==> config.mk <==
export PLATFORM = sky130hd
export DESIGN_NAME = cpdc_decode_ctrl
export DESIGN_NICKNAME = d
export VERILOG_FILES = /design/src/verilog/cpdc_pkg.sv /design/src/verilog/cpdc_ldst_check.sv /design/src/verilog/cpdc_decode_ctrl.sv
export SDC_FILE = /design/constraint.sdc
export NUM_CORES = 1
export LEC_CHECK = 0
export BUFFER_PORTS_ARGS = -buffer_cell sky130_fd_sc_hd__buf_2
export CORE_MARGIN = 2
export CORE_UTILIZATION = 40
export CTS_BUF_LIST = sky130_fd_sc_hd__clkbuf_16
export DETAILED_ROUTE_END_ITERATION = 16
export GPL_ROUTABILITY_DRIVEN = 0
export MAX_ROUTING_LAYER = met4
export PLACE_DENSITY = 0.68
export SLEW_MARGIN = 10
export SYNTH_ARGS = -nofsm -noshare
export SYNTH_HDL_FRONTEND = slang
export SYNTH_HIERARCHICAL = 1
export SYNTH_SLANG_ARGS = --single-unit
==> constraint.sdc <==
create_clock -name clock -period 2.6 [get_ports clock]
set_input_delay 0.65 -clock clock [delete_from_list [all_inputs] [get_ports clock]]
set_output_delay 0.65 -clock clock [all_outputs]
set_load 0.1 [all_outputs]
==> src/verilog/cpdc_pkg.sv <==
package cpdc_pkg;

	// ************************************************************
	// control register field positions
	// ************************************************************
	localparam int unsigned CTRL_W = 32;
	localparam int unsigned BIT_RESET_ALL = 0;
	localparam int unsigned BIT_LDST_OFF = 5;
	localparam int unsigned BIT_USER_OFF = 6;
	localparam int unsigned BIT_USER_LATE = 7;
	localparam int unsigned BIT_FP_OFF = 8;
	localparam int unsigned BIT_FP_COMPLEX_OFF = 9;
	localparam int unsigned BIT_FP_CONVERT_OFF = 10;
	localparam int unsigned BIT_FP_ESTIMATE_OFF = 11;
	localparam int unsigned BIT_FP_SINGLE_OFF = 12;
	localparam int unsigned BIT_FP_DOUBLE_OFF = 13;
	localparam int unsigned BIT_FP_STATUS_OFF = 14;
	localparam int unsigned BIT_FP_LATE = 15;
	localparam int unsigned BIT_STORE_HOLD = 16;
	localparam int unsigned BIT_USER_LDST_PRIV = 17;
	localparam int unsigned BIT_FORCE_ALIGN = 20;
	localparam int unsigned BIT_LITTLE_ORDER_TRAP = 21;
	localparam int unsigned BIT_BIG_ORDER_TRAP = 22;
	localparam int unsigned BIT_COPROC_ON = 31;

	// ************************************************************
	// reset value and implemented-bit mask
	// ************************************************************
	localparam logic [31:0] CTRL_RESET = 32'h0000_0100;
	localparam logic [31:0] CTRL_WRITABLE = 32'h8077_ffe0;

	// ************************************************************
	// execution types and sizes
	// ************************************************************
	localparam logic [1:0] TYPE_EARLY = 2'h0;
	localparam logic [1:0] TYPE_LATE = 2'h1;
	localparam int unsigned ADDR_W = 32;
	localparam int unsigned SIZE_W = 3;

	typedef enum logic {
		ST_IDLE = 1'b0,
		ST_WAIT_WB = 1'b1
	} cpdc_state_e;

	// pre-classified instruction from the pipeline
	typedef struct packed {
		logic valid;
		logic is_fp;
		logic fp_storage;
		logic fp_complex;
		logic fp_convert;
		logic fp_estimate;
		logic fp_single;
		logic fp_double;
		logic fp_status;
		logic is_cop_ldst;
		logic is_user_op;
		logic user_ldst;
		logic is_store;
		logic privileged;
		logic little_order;
		logic [1:0] native_type;
		logic [SIZE_W-1:0] size_log2;
		logic [ADDR_W-1:0] addr;
	} cpdc_instr_s;

	// registered decode result
	typedef struct packed {
		logic valid;
		logic accepted;
		logic illegal_exc;
		logic unimpl_exc;
		logic priv_exc;
		logic align_exc;
		logic order_trap;
		logic [1:0] exec_type;
		logic [ADDR_W-1:0] addr;
	} cpdc_result_s;

	typedef struct packed {
		logic [31:0] ctrl;
		cpdc_state_e st;
		cpdc_result_s res;
		logic permit;
		logic user_clear;
	} cpdc_state_s;

endpackage

==> src/verilog/cpdc_ldst_check.sv <==
`timescale 1ns/1ps
`default_nettype none

// ************************************************************
// address alignment and byte-order trap check
// ************************************************************
module cpdc_ldst_check (
	input wire logic is_ldst,
	input wire logic [cpdc_pkg::ADDR_W-1:0] addr,
	input wire logic [cpdc_pkg::SIZE_W-1:0] size_log2,
	input wire logic little_order,
	input wire logic force_align,
	input wire logic little_trap_en,
	input wire logic big_trap_en,
	output logic [cpdc_pkg::ADDR_W-1:0] addr_out,
	output logic align_exc,
	output logic order_trap
);

	logic [cpdc_pkg::ADDR_W-1:0] low_mask;

	always_comb begin
		low_mask = ~({cpdc_pkg::ADDR_W{1'b1}} << size_log2);
		addr_out = addr;
		if (is_ldst && force_align) begin
			addr_out = addr & ~low_mask;
		end
		align_exc = is_ldst && !force_align && ((addr & low_mask) != '0);
		order_trap = is_ldst && ((little_trap_en && little_order)
			|| (big_trap_en && !little_order));
	end

endmodule

`default_nettype wire

==> src/verilog/cpdc_decode_ctrl.sv <==
`timescale 1ns/1ps
`default_nettype none

// Function
// - control bit 10 stops decode of floating-point convert instructions
// - control bit 11 stops decode of estimate and select instructions
// - control bit 12 stops decode of single-precision-only instructions
// - control bit 13 stops decode of double-precision-only instructions
// - control bit 14 stops decode of fp status/control register moves
// - disabled fp class raises unimplemented exception while fp decode on
// - bit 15 forces non-storage fp instructions to late-confirm type
// - bit 16 delays store commit permit until final writeback passed
// - bit 17 makes user-defined loads and stores privileged only
// - bit 20 forces load/store address down to natural boundary
// - forced alignment suppresses alignment exception
// - bit 21 traps loads/stores with little-endian attribute
// - bit 22 traps loads/stores with big-endian attribute
// - bit 31 set enables interface and decoding per other bits
// - bit 31 clear overrides bits 5,6,8; nothing decoded
// - bit 8 disables all fp decoding; resets to one
// - bit 5 disables coprocessor load/store, bit 6 user ops
// - writing one to bit 0 restores defaults; bit 0 reads zero
module cpdc_decode_ctrl (
	input wire logic clock,
	input wire logic rst_n,
	input wire logic ctrl_wr,
	input wire logic [31:0] ctrl_wdata,
	output logic [31:0] ctrl_rdata,
	output logic user_op_regs_clear,
	input wire cpdc_pkg::cpdc_instr_s instr,
	output logic instr_ready,
	input wire logic final_writeback_stage,
	output cpdc_pkg::cpdc_result_s result,
	output logic commit_permit,
	output logic coproc_interface_on
);

	// ************************************************************
	// reset release
	// ************************************************************
	logic [1:0] rst_sync_q;
	logic rst_n_i;

	// first flop feeds only the second
	always_ff @(posedge clock or negedge rst_n) begin
		if (!rst_n) begin
			rst_sync_q <= 2'h0;
		end else begin
			rst_sync_q <= {rst_sync_q[0], 1'b1};
		end
	end

	assign rst_n_i = rst_sync_q[1];

	// ************************************************************
	// state
	// ************************************************************
	cpdc_pkg::cpdc_state_s s_q;
	cpdc_pkg::cpdc_state_s s_d;
	logic [31:0] c;
	logic take;
	logic is_ldst;
	logic fp_on;
	logic [cpdc_pkg::ADDR_W-1:0] chk_addr;
	logic chk_align;
	logic chk_trap;

	// ************************************************************
	// control bit pick, shared by all decode terms
	// ************************************************************
	function automatic logic ctl(input logic [31:0] r, input int unsigned b);
		ctl = r[b];
	endfunction

	assign c = s_q.ctrl;
	assign take = instr.valid && (s_q.st == cpdc_pkg::ST_IDLE);
	assign is_ldst = instr.is_cop_ldst || (instr.is_fp && instr.fp_storage);
	assign fp_on = ctl(c, cpdc_pkg::BIT_COPROC_ON)
		&& !ctl(c, cpdc_pkg::BIT_FP_OFF);

	// ************************************************************
	// load/store address check
	// ************************************************************
	cpdc_ldst_check u_check (
		.is_ldst(is_ldst),
		.addr(instr.addr),
		.size_log2(instr.size_log2),
		.little_order(instr.little_order),
		.force_align(ctl(c, cpdc_pkg::BIT_FORCE_ALIGN)),
		.little_trap_en(ctl(c, cpdc_pkg::BIT_LITTLE_ORDER_TRAP)),
		.big_trap_en(ctl(c, cpdc_pkg::BIT_BIG_ORDER_TRAP)),
		.addr_out(chk_addr),
		.align_exc(chk_align),
		.order_trap(chk_trap)
	);

	// ************************************************************
	// next state
	// ************************************************************
	always_comb begin
		logic recognised;
		logic unimpl;
		logic ok;
		recognised = 1'b0;
		unimpl = 1'b0;
		ok = 1'b0;
		s_d = s_q;
		s_d.permit = 1'b0;
		s_d.user_clear = 1'b0;
		s_d.res = '0;

		// control register write
		// decode below still sees the old settings this cycle
		if (ctrl_wr) begin
			if (ctrl_wdata[cpdc_pkg::BIT_RESET_ALL]) begin
				s_d.ctrl = cpdc_pkg::CTRL_RESET;
				s_d.user_clear = 1'b1;
			end else begin
				s_d.ctrl = ctrl_wdata & cpdc_pkg::CTRL_WRITABLE;
			end
		end

		// decode of one instruction
		if (take && ctl(c, cpdc_pkg::BIT_COPROC_ON)) begin
			if (instr.is_fp) begin
				recognised = fp_on;
				unimpl = (instr.fp_complex
					&& ctl(c, cpdc_pkg::BIT_FP_COMPLEX_OFF))
					|| (instr.fp_convert
					&& ctl(c, cpdc_pkg::BIT_FP_CONVERT_OFF))
					|| (instr.fp_estimate
					&& ctl(c, cpdc_pkg::BIT_FP_ESTIMATE_OFF))
					|| (instr.fp_single
					&& ctl(c, cpdc_pkg::BIT_FP_SINGLE_OFF))
					|| (instr.fp_double
					&& ctl(c, cpdc_pkg::BIT_FP_DOUBLE_OFF))
					|| (instr.fp_status
					&& ctl(c, cpdc_pkg::BIT_FP_STATUS_OFF));
				unimpl = unimpl && fp_on;
			end else if (instr.is_cop_ldst) begin
				recognised = !ctl(c, cpdc_pkg::BIT_LDST_OFF);
			end else if (instr.is_user_op) begin
				recognised = !ctl(c, cpdc_pkg::BIT_USER_OFF);
			end
		end

		if (take) begin
			s_d.res.valid = 1'b1;
			// interface off: everything falls back to illegal
			s_d.res.illegal_exc = !recognised;
			s_d.res.unimpl_exc = recognised && unimpl;
			s_d.res.priv_exc = recognised && instr.is_user_op
				&& instr.user_ldst && !instr.privileged
				&& ctl(c, cpdc_pkg::BIT_USER_LDST_PRIV);
			s_d.res.align_exc = recognised && chk_align;
			s_d.res.order_trap = recognised && chk_trap;
			s_d.res.addr = chk_addr;
			s_d.res.exec_type = instr.native_type;
			if (instr.is_fp && !instr.fp_storage
				&& ctl(c, cpdc_pkg::BIT_FP_LATE)) begin
				s_d.res.exec_type = cpdc_pkg::TYPE_LATE;
			end
			if (instr.is_user_op && !instr.user_ldst
				&& ctl(c, cpdc_pkg::BIT_USER_LATE)) begin
				s_d.res.exec_type = cpdc_pkg::TYPE_LATE;
			end
			ok = recognised && !s_d.res.unimpl_exc && !s_d.res.priv_exc
				&& !s_d.res.align_exc && !s_d.res.order_trap;
			s_d.res.accepted = ok;
		end

		// commit permit sequencing
		unique case (s_q.st)
			cpdc_pkg::ST_IDLE: begin
				// any accepted store may be held, whatever its class
				if (ok && instr.is_store) begin
					if (ctl(c, cpdc_pkg::BIT_STORE_HOLD)) begin
						s_d.st = cpdc_pkg::ST_WAIT_WB;
					end else begin
						s_d.permit = 1'b1;
					end
				end else if (ok) begin
					s_d.permit = 1'b1;
				end
			end
			cpdc_pkg::ST_WAIT_WB: begin
				// instr_ready stays low until the store retires
				if (final_writeback_stage) begin
					s_d.permit = 1'b1;
					s_d.st = cpdc_pkg::ST_IDLE;
				end
			end
		endcase
	end

	// ************************************************************
	// register update
	// ************************************************************
	always_ff @(posedge clock or negedge rst_n_i) begin
		if (!rst_n_i) begin
			s_q.ctrl <= cpdc_pkg::CTRL_RESET;
			s_q.st <= cpdc_pkg::ST_IDLE;
			s_q.res <= '0;
			s_q.permit <= 1'b0;
			s_q.user_clear <= 1'b0;
		end else begin
			s_q <= s_d;
		end
	end

	// ************************************************************
	// outputs
	// ************************************************************
	assign ctrl_rdata = s_q.ctrl & cpdc_pkg::CTRL_WRITABLE;
	assign user_op_regs_clear = s_q.user_clear;
	assign instr_ready = (s_q.st == cpdc_pkg::ST_IDLE);
	assign result = s_q.res;
	assign commit_permit = s_q.permit;
	assign coproc_interface_on = ctl(c, cpdc_pkg::BIT_COPROC_ON);

endmodule

`default_nettype wire

==> results of run 1 <==
flip-flops by register name, summed over array words and instances, names as in the netlist:
register	cells
c	18
commit_permit	1
result	41
rst_sync_q	2
s_q	1
user_op_regs_clear	1
layout make-up:
| cell class | instances | area share, % |
|---|---|---|
| timing repair buffer | 140 | 19.2 |
| clock inverter | 6 | 1.39 |
| multi-input combinational | 140 | 24.1 |
| clock buffer | 9 | 6.10 |
| inverter | 21 | 2.14 |
| tap | 105 | 3.56 |
| sequential | 64 | 43.5 |
worst min-delay path by stage:
stage	startpoint	slack, ps	end
2_1_floorplan	rst_sync_q[0]$_DFF_PN0_	330	rst_sync_q[1]$_DFF_PN0_
3_5_place_dp	rst_sync_q[0]$_DFF_PN0_	340	rst_sync_q[1]$_DFF_PN0_
3_3_place_gp	rst_sync_q[0]$_DFF_PN0_	330	rst_sync_q[1]$_DFF_PN0_
5_1_grt	rst_n	100	rst_sync_q[0]$_DFF_PN0_
6_report	rst_n	110	rst_sync_q[0]$_DFF_PN0_
4_1_cts	rst_n	100	rst_sync_q[0]$_DFF_PN0_
synthesized netlist by cell type (2+ instances only):
master    instances
inv_1            21
nor3_1            2
nor2_1            8
nand4_1           2
nand3b_1         18
conb_1            2
dfrtp_1          63
and2_1           36
nand3_1           2
a21oi_1           2
clkbuf_1          8
buf_4            99
nor2b_1           3
o21ai_0          18
nand2_1           8
o21a_1            6
report_power, final:
part / total, mW / internal, mW / switching, mW
sequential: 1.09 / 1.06 / 0.0384
clock: 1.11 / 0.721 / 0.385
combinational: 0.772 / 0.134 / 0.638
per-stage QoR:
step	std cells	total power [mW]	util, %	instance area [µm²]	hold WS (ps)
after global placement	470	1.88	42.2	3410	334
after CTS	485	3.02	45.6	3690	98.5
after global routing	485	3.10	45.6	3690	97.9
after detailed placement	470	1.89	42.2	3410	338
after floorplan	333	1.86	-	3350	331
final	485	2.97	45.6	3690	110
kinds of logic after synthesis:
family / share of synthesized area, %
buffers and inverters: 26.0
flip-flops: 48.6
other: 0.228
multiplexers: 0.303
AND/OR/NAND/NOR: 16.0
adder cells (fa/ha/maj): 0.341
AO/OA/AOI/OAI: 8.57
per-layer routing:
metal | global-route usage [%] | vias up | wire length, µm
li1 | - | 1024 | -
met1 | 17.7 | 958 | 2600
met2 | 22.5 | 79 | 2960
met3 | 4.23 | 10 | 398
met4 | 7.61 | 0 | 188
met5 | - | - | 0
==> key figures, run 1 <==
Setup path
  – Setup crit start: c[8]$_DFFE_PN1P_
  – R2R depth: 6
  – Crit-path cells: buf_2
  – Worst setup path endpoint: ctrl_rdata[8]
  – Crit path launch type: register
  – R2R Setup Slk: 1020 ps
  – Crit path largest cell delay: between 500 and 600 ps
  – Worst r2r src: c[20]$_DFFE_PN0P_
  – CP Data Arrival Time: 1320 ps
  – Reg2reg end: s_q[43]$_DFF_PN0_
  – CP Capture Type: output port
  – Crit path buf inv count: 1
  – Crit path max-delay cell type: dfstp_2
  – Crit Path Class: register to output port
  – WP data required: 1950 ps
  – Max FO, Critical Path: 4
  – Worst path depth: 1
  – CP delay by family, top: flip-flops

Run
  – Max cap viols: 0

Timing
  – Worst slew pin tran: 708 ps
  – RSZ-0062 raised after global routing: no
  – Fmax: slightly above 0.5 GHz
  – Slew HR: 52.8%
  – Clock Skew: 7.51 ps
  – # setup viols final: 0
  – Fin. max-slew vios: 0
  – Tcrit/Tclk final: 75.7%
  – Setup_tns: 0 ps
  – Final hold violations: 0
  – Final Critical Period: 1970 ps
  – Final worst slack: roughly 630 ps

Placed design
  – Post-place setup slack: 496 ps
  – Post-detail-place hpwl: 4710 µm
  – Port bufs: 137

Clocking
  – Num Clock Sinks: 64
  – Resize count post-CTS: 0
  – Clock slew at reported path FFs: 50 ps
  – Htree depth: 3
  – Clock latency on the worst-skew pair: 310 ps
  – Root Buffer: clkbuf_16
  – Postcts setup bufs: 0
  – TritonCTS clock tree: yes
  – Bufs on Longest Clock Path: 2
  – Hold-fix buffers, CTS: 0
  – TritonCTS Buffers: 9

Yosys
  – Area contributors post-synth: dfrtp_1, buf_4, and2_1, nand3b_1, o21ai_0
  – Post-synthesis instance total: 320
  – Number of flops mapped to enable cells by yosys: 0
  – Synth Cell Area: 3300 µm²
  – Cell taking the most area after synthesis: dfrtp_1
  – Avg Inst Size Synth: ~10 µm²
  – Synth cell types: 38
  – Seq cells post-synth: between 60 and 70
  – Register area share after synthesis: 48.6%
  – Async SR Flop Fraction: 100%
  – Top-area cell type share of the netlist area: between 40 and 50%
  – Yosys warns: 6
  – Prevailing post-synth register cell: dfrtp_1

Floorplan
  – Num rows: 33
  – Die Footprint: 8990 µm²
  – Starting density of the core: 40.8%
  – Core area: just over 8000 µm²
  – Ports: about 170
  – Die X: 94.8 µm
  – Die Ht: 94.8 µm

Final layout
  – Number of inserted diodes: 0
  – Proportion of layout cells with a drive suffix above 1: a little over two fifths
  – Most frequent cells in the layout: buf_2, dfrtp_1, and2_1, inv_1
  – Fillcell total: 805
  – Multi-input logic area: a little under 900 µm²
  – Nets@finish: approximately 460
  – Commonest non-fill, non-tap cell in the layout: buf_2
  – Register Area: 1600 µm²
  – Area grow syn2layout: 11.8%

Routing
  – Via/cell ratio: about 4.3
  – DR WL/cell: 12.7 µm
  – First drt pass iteration count: 5
  – Vias post-DR: 2071
  – DRC viols: 0
  – Total wire length: 6150 µm
  – Iteration-0 DRC Markers: between 60 and 70
  – Final antenna-violating net count: 0

Global routing
  – GRT overflow: 0
  – Vias in the first global route: between 1500 and 2000
  – Gr usage total: 14.7%
  – Antenna violations before repair: 0
  – First-pass GRT wire length: 9600 µm
  – Largest net degree at the start of global routing: 38

Status
  – Run status: finished, final reports clean

Power
  – Cell Pwr Density: 805 nW/µm²
  – P_leak: 1.94 nW
  – Peak VDD IR: 0.000317 V

Hold path
  – Hold Path Class: input pin to asynchronous set/reset pin
(Power assumes the default switching activity.)
==> run 2, diff against run 1 <==
ABC_AREA = 1   (was not set)
PLACE_DENSITY = 0.71   (was 0.68)
clock period = 1.6 ns   (was 2.6 ns; I/O delays follow)
==> key figures, run 2 <==
Status
  – Run status: finished, final reports clean

Timing
  – Final hold violations: 0
  – Fin. max-slew vios: 0
  – Setup_tns: 0 ps
  – Worst slew pin tran: 601 ps
  – Final Critical Period: 1560 ps
  – Fmax: between 0.6 and 0.7 GHz
  – Slew HR: 60.0%
  – RSZ-0062 raised after global routing: no
  – Clock Skew: 9.61 ps
  – Tcrit/Tclk final: 97.8%
  – # setup viols final: 0

Global routing
  – First-pass GRT wire length: approximately 9500 µm
  – GRT overflow: 0
  – Grt peak-use layer: met2
  – Gr usage total: 14.4%
  – Grt met2 use: 23.7%
  – Largest net degree at the start of global routing: 33
  – Vias in the first global route: 2062
  – Met1 Use GR: 16.9%
  – Antenna violations before repair: 0
  – GR Layer Usage met3: approximately 3.7%

Setup path
  – CP delay by family, top: buffers and inverters
  – WP data required: ~1200 ps
  – CP Capture Type: output port
  – CP Data Arrival Time: roughly 1200 ps
  – Crit path buf inv count: 1
  – Crit path max-delay cell type: buf_2
  – Crit path largest cell delay: 440 ps
  – Crit-path cells: buf_2
  – Crit Path Class: register to output port
  – Max FO, Critical Path: 5
  – Crit path launch type: register

Floorplan
  – Die X: 94.2 µm
  – Die Footprint: about 8900 µm²
  – Num rows: 32
  – Core area: approximately 7800 µm²
  – Starting density of the core: a little over two fifths
  – Ports: 165
  – Die Ht: 94.2 µm

Routing
  – Vias post-DR: 2189
  – Iteration-0 DRC Markers: 44
  – DR WL/cell: 11.7 µm
  – DRC viols: 0
  – First drt pass iteration count: 4
  – Total wire length: around 6000 µm
  – Via/cell ratio: 4.16
  – Final antenna-violating net count: 0

Power
  – Peak VDD IR: 0.000564 V
  – Cell Pwr Density: 1300 nW/µm²
  – P_leak: 2.22 nW

Clocking
  – Clock latency on the worst-skew pair: 320 ps
  – TritonCTS clock tree: yes
  – Bufs on Longest Clock Path: 2
  – TritonCTS Buffers: 9
  – Clock slew at reported path FFs: 50 ps
  – Postcts setup bufs: 0
  – Htree depth: 3
  – Num Clock Sinks: 64
  – Root Buffer: clkbuf_16

Yosys
  – XOR/XNOR Fraction of Synth Area: 0%
  – Register area share after synthesis: 49.3%
  – Post-synthesis instance total: 355
  – Async SR Flop Fraction: between 90% and 100%
  – Number of flops mapped to enable cells by yosys: 0
  – Seq cells post-synth: 64
  – Top-area cell type share of the netlist area: 48.5%
  – Synth Cell Area: 3250 µm²
  – Main combinational cell family by area after synthesis: buffers and inverters
  – Prevailing post-synth register cell: dfrtp_1
  – Mux contribution to synthesized area: 0%
  – Post-synthesis compound-gate area fraction: 7.54%
  – Commonest cells post-synth: buf_4, dfrtp_1, inv_1, nor2_1, nand2_1
  – Area contributors post-synth: dfrtp_1, buf_4, inv_1, nor2_1, nand2_1
  – Synth Area in Adders: 0%
  – Synth cell types: 30
  – Most common cell in the synthesized netlist: buf_4
  – Avg Inst Size Synth: 9.16 µm²
  – Yosys warns: 6
  – Cell taking the most area after synthesis: dfrtp_1
  – Simple-gate portion of the synthesized area: 13.1%

Final layout
  – Number of inserted diodes: 0
  – Max reg flops: 41
  – Proportion of layout cells with a drive suffix above 1: 39.2%
  – Fin util: 47.6%
  – Fillcell total: slightly below 800
  – Most frequent cells in the layout: buf_2, dfrtp_1, inv_1, nor2_1, nand2_1
  – Area grow syn2layout: 14.2%
  – Commonest non-fill, non-tap cell in the layout: buf_2
  – Nets@finish: 507

Placed design
  – Port bufs: 137
  – Post-detail-place hpwl: 4900 µm

Hold path
  – Hold Path Class: register to asynchronous set/reset pin

Run
  – Max cap viols: 0
-- run 2: routing by layer --
layer	wire length [µm]	part of all wire (%)	vias up
met5	0	0	-
li1	-	-	1097
met4	75	1.2	0
met1	2590	42	977
met3	457	7.4	9
met2	3040	49	106
-- run 2: cell families (layout without fill, tap and decap cells) --
logic type / count (synthesis) / count (layout)
AO/OA/AOI/OAI: 35 / 35
AND/OR/NAND/NOR: 97 / 97
buffers and inverters: 157 / 213
other: 2 / 15
flip-flops: 64 / 64
-- run 2: worst paths after layout --
path | endpoint | slack [ps] | depth (start not counted) | start
setup / recovery | coproc_interface_on | 40 | 1 | c[31]$_DFFE_PN0P_
hold / removal | c[18]$_DFFE_PN0P_ | 280 | 0 | rst_sync_q[1]$_DFF_PN0_
setup reg to reg | commit_permit$_DFF_PN0_ | 350 | 7 | s_q[43]$_DFF_PN0_
hold reg to reg | c[18]$_DFFE_PN0P_ | 280 | 0 | rst_sync_q[1]$_DFF_PN0_
max in group asynchronous | c[8]$_DFFE_PN1P_ | 730 | 1 | rst_sync_q[1]$_DFF_PN0_
min in group clock | c[15]$_DFFE_PN0P_ | 280 | 3 | ctrl_wdata[15]
-- run 2: repair_timing --
| item | CTS | global route |
|---|---|---|
| endpoints found under the setup margin | 1 | 2 |
| resized for setup | 1 | 2 |
| cloned | 0 | 0 |
| endpoints found under the hold margin | 2 | 0 |
| hold buffers | 1 | 0 |
-- run 2: cell type report --
| cell class | count | area [µm²] | share of cell area, % |
|---|---|---|---|
| well taps | 102 | 128 | 3.44 |
| multi-input cells | 147 | 727 | 19.6 |
| clock inverters | 7 | 56.3 | 1.52 |
| inverters | 54 | 204 | 5.49 |
| clock buffers | 9 | 225 | 6.06 |
| repair buffers | 143 | 768 | 20.7 |
| flip-flops and latches | 64 | 1610 | 43.2 |
-- run 2: power breakdown --
part / switching [mW] / internal [mW]
registers: 0.0567 / 1.71
clock network: 0.629 / 1.17
logic: 1.05 / 0.220
-- run 2: metrics by stage --
step	hold WS, ps	setup WS, ps	instance area [µm²]	power (mW)	instances
after global placement	186	38.8	3410	3.06	509
after global routing	277	12.3	3710	5.05	526
after detailed placement	186	7.35	3410	3.07	509
after CTS	269	7.48	3710	4.90	526
after floorplan	104	126	3300	3.00	368
final	276	35.8	3710	4.84	526
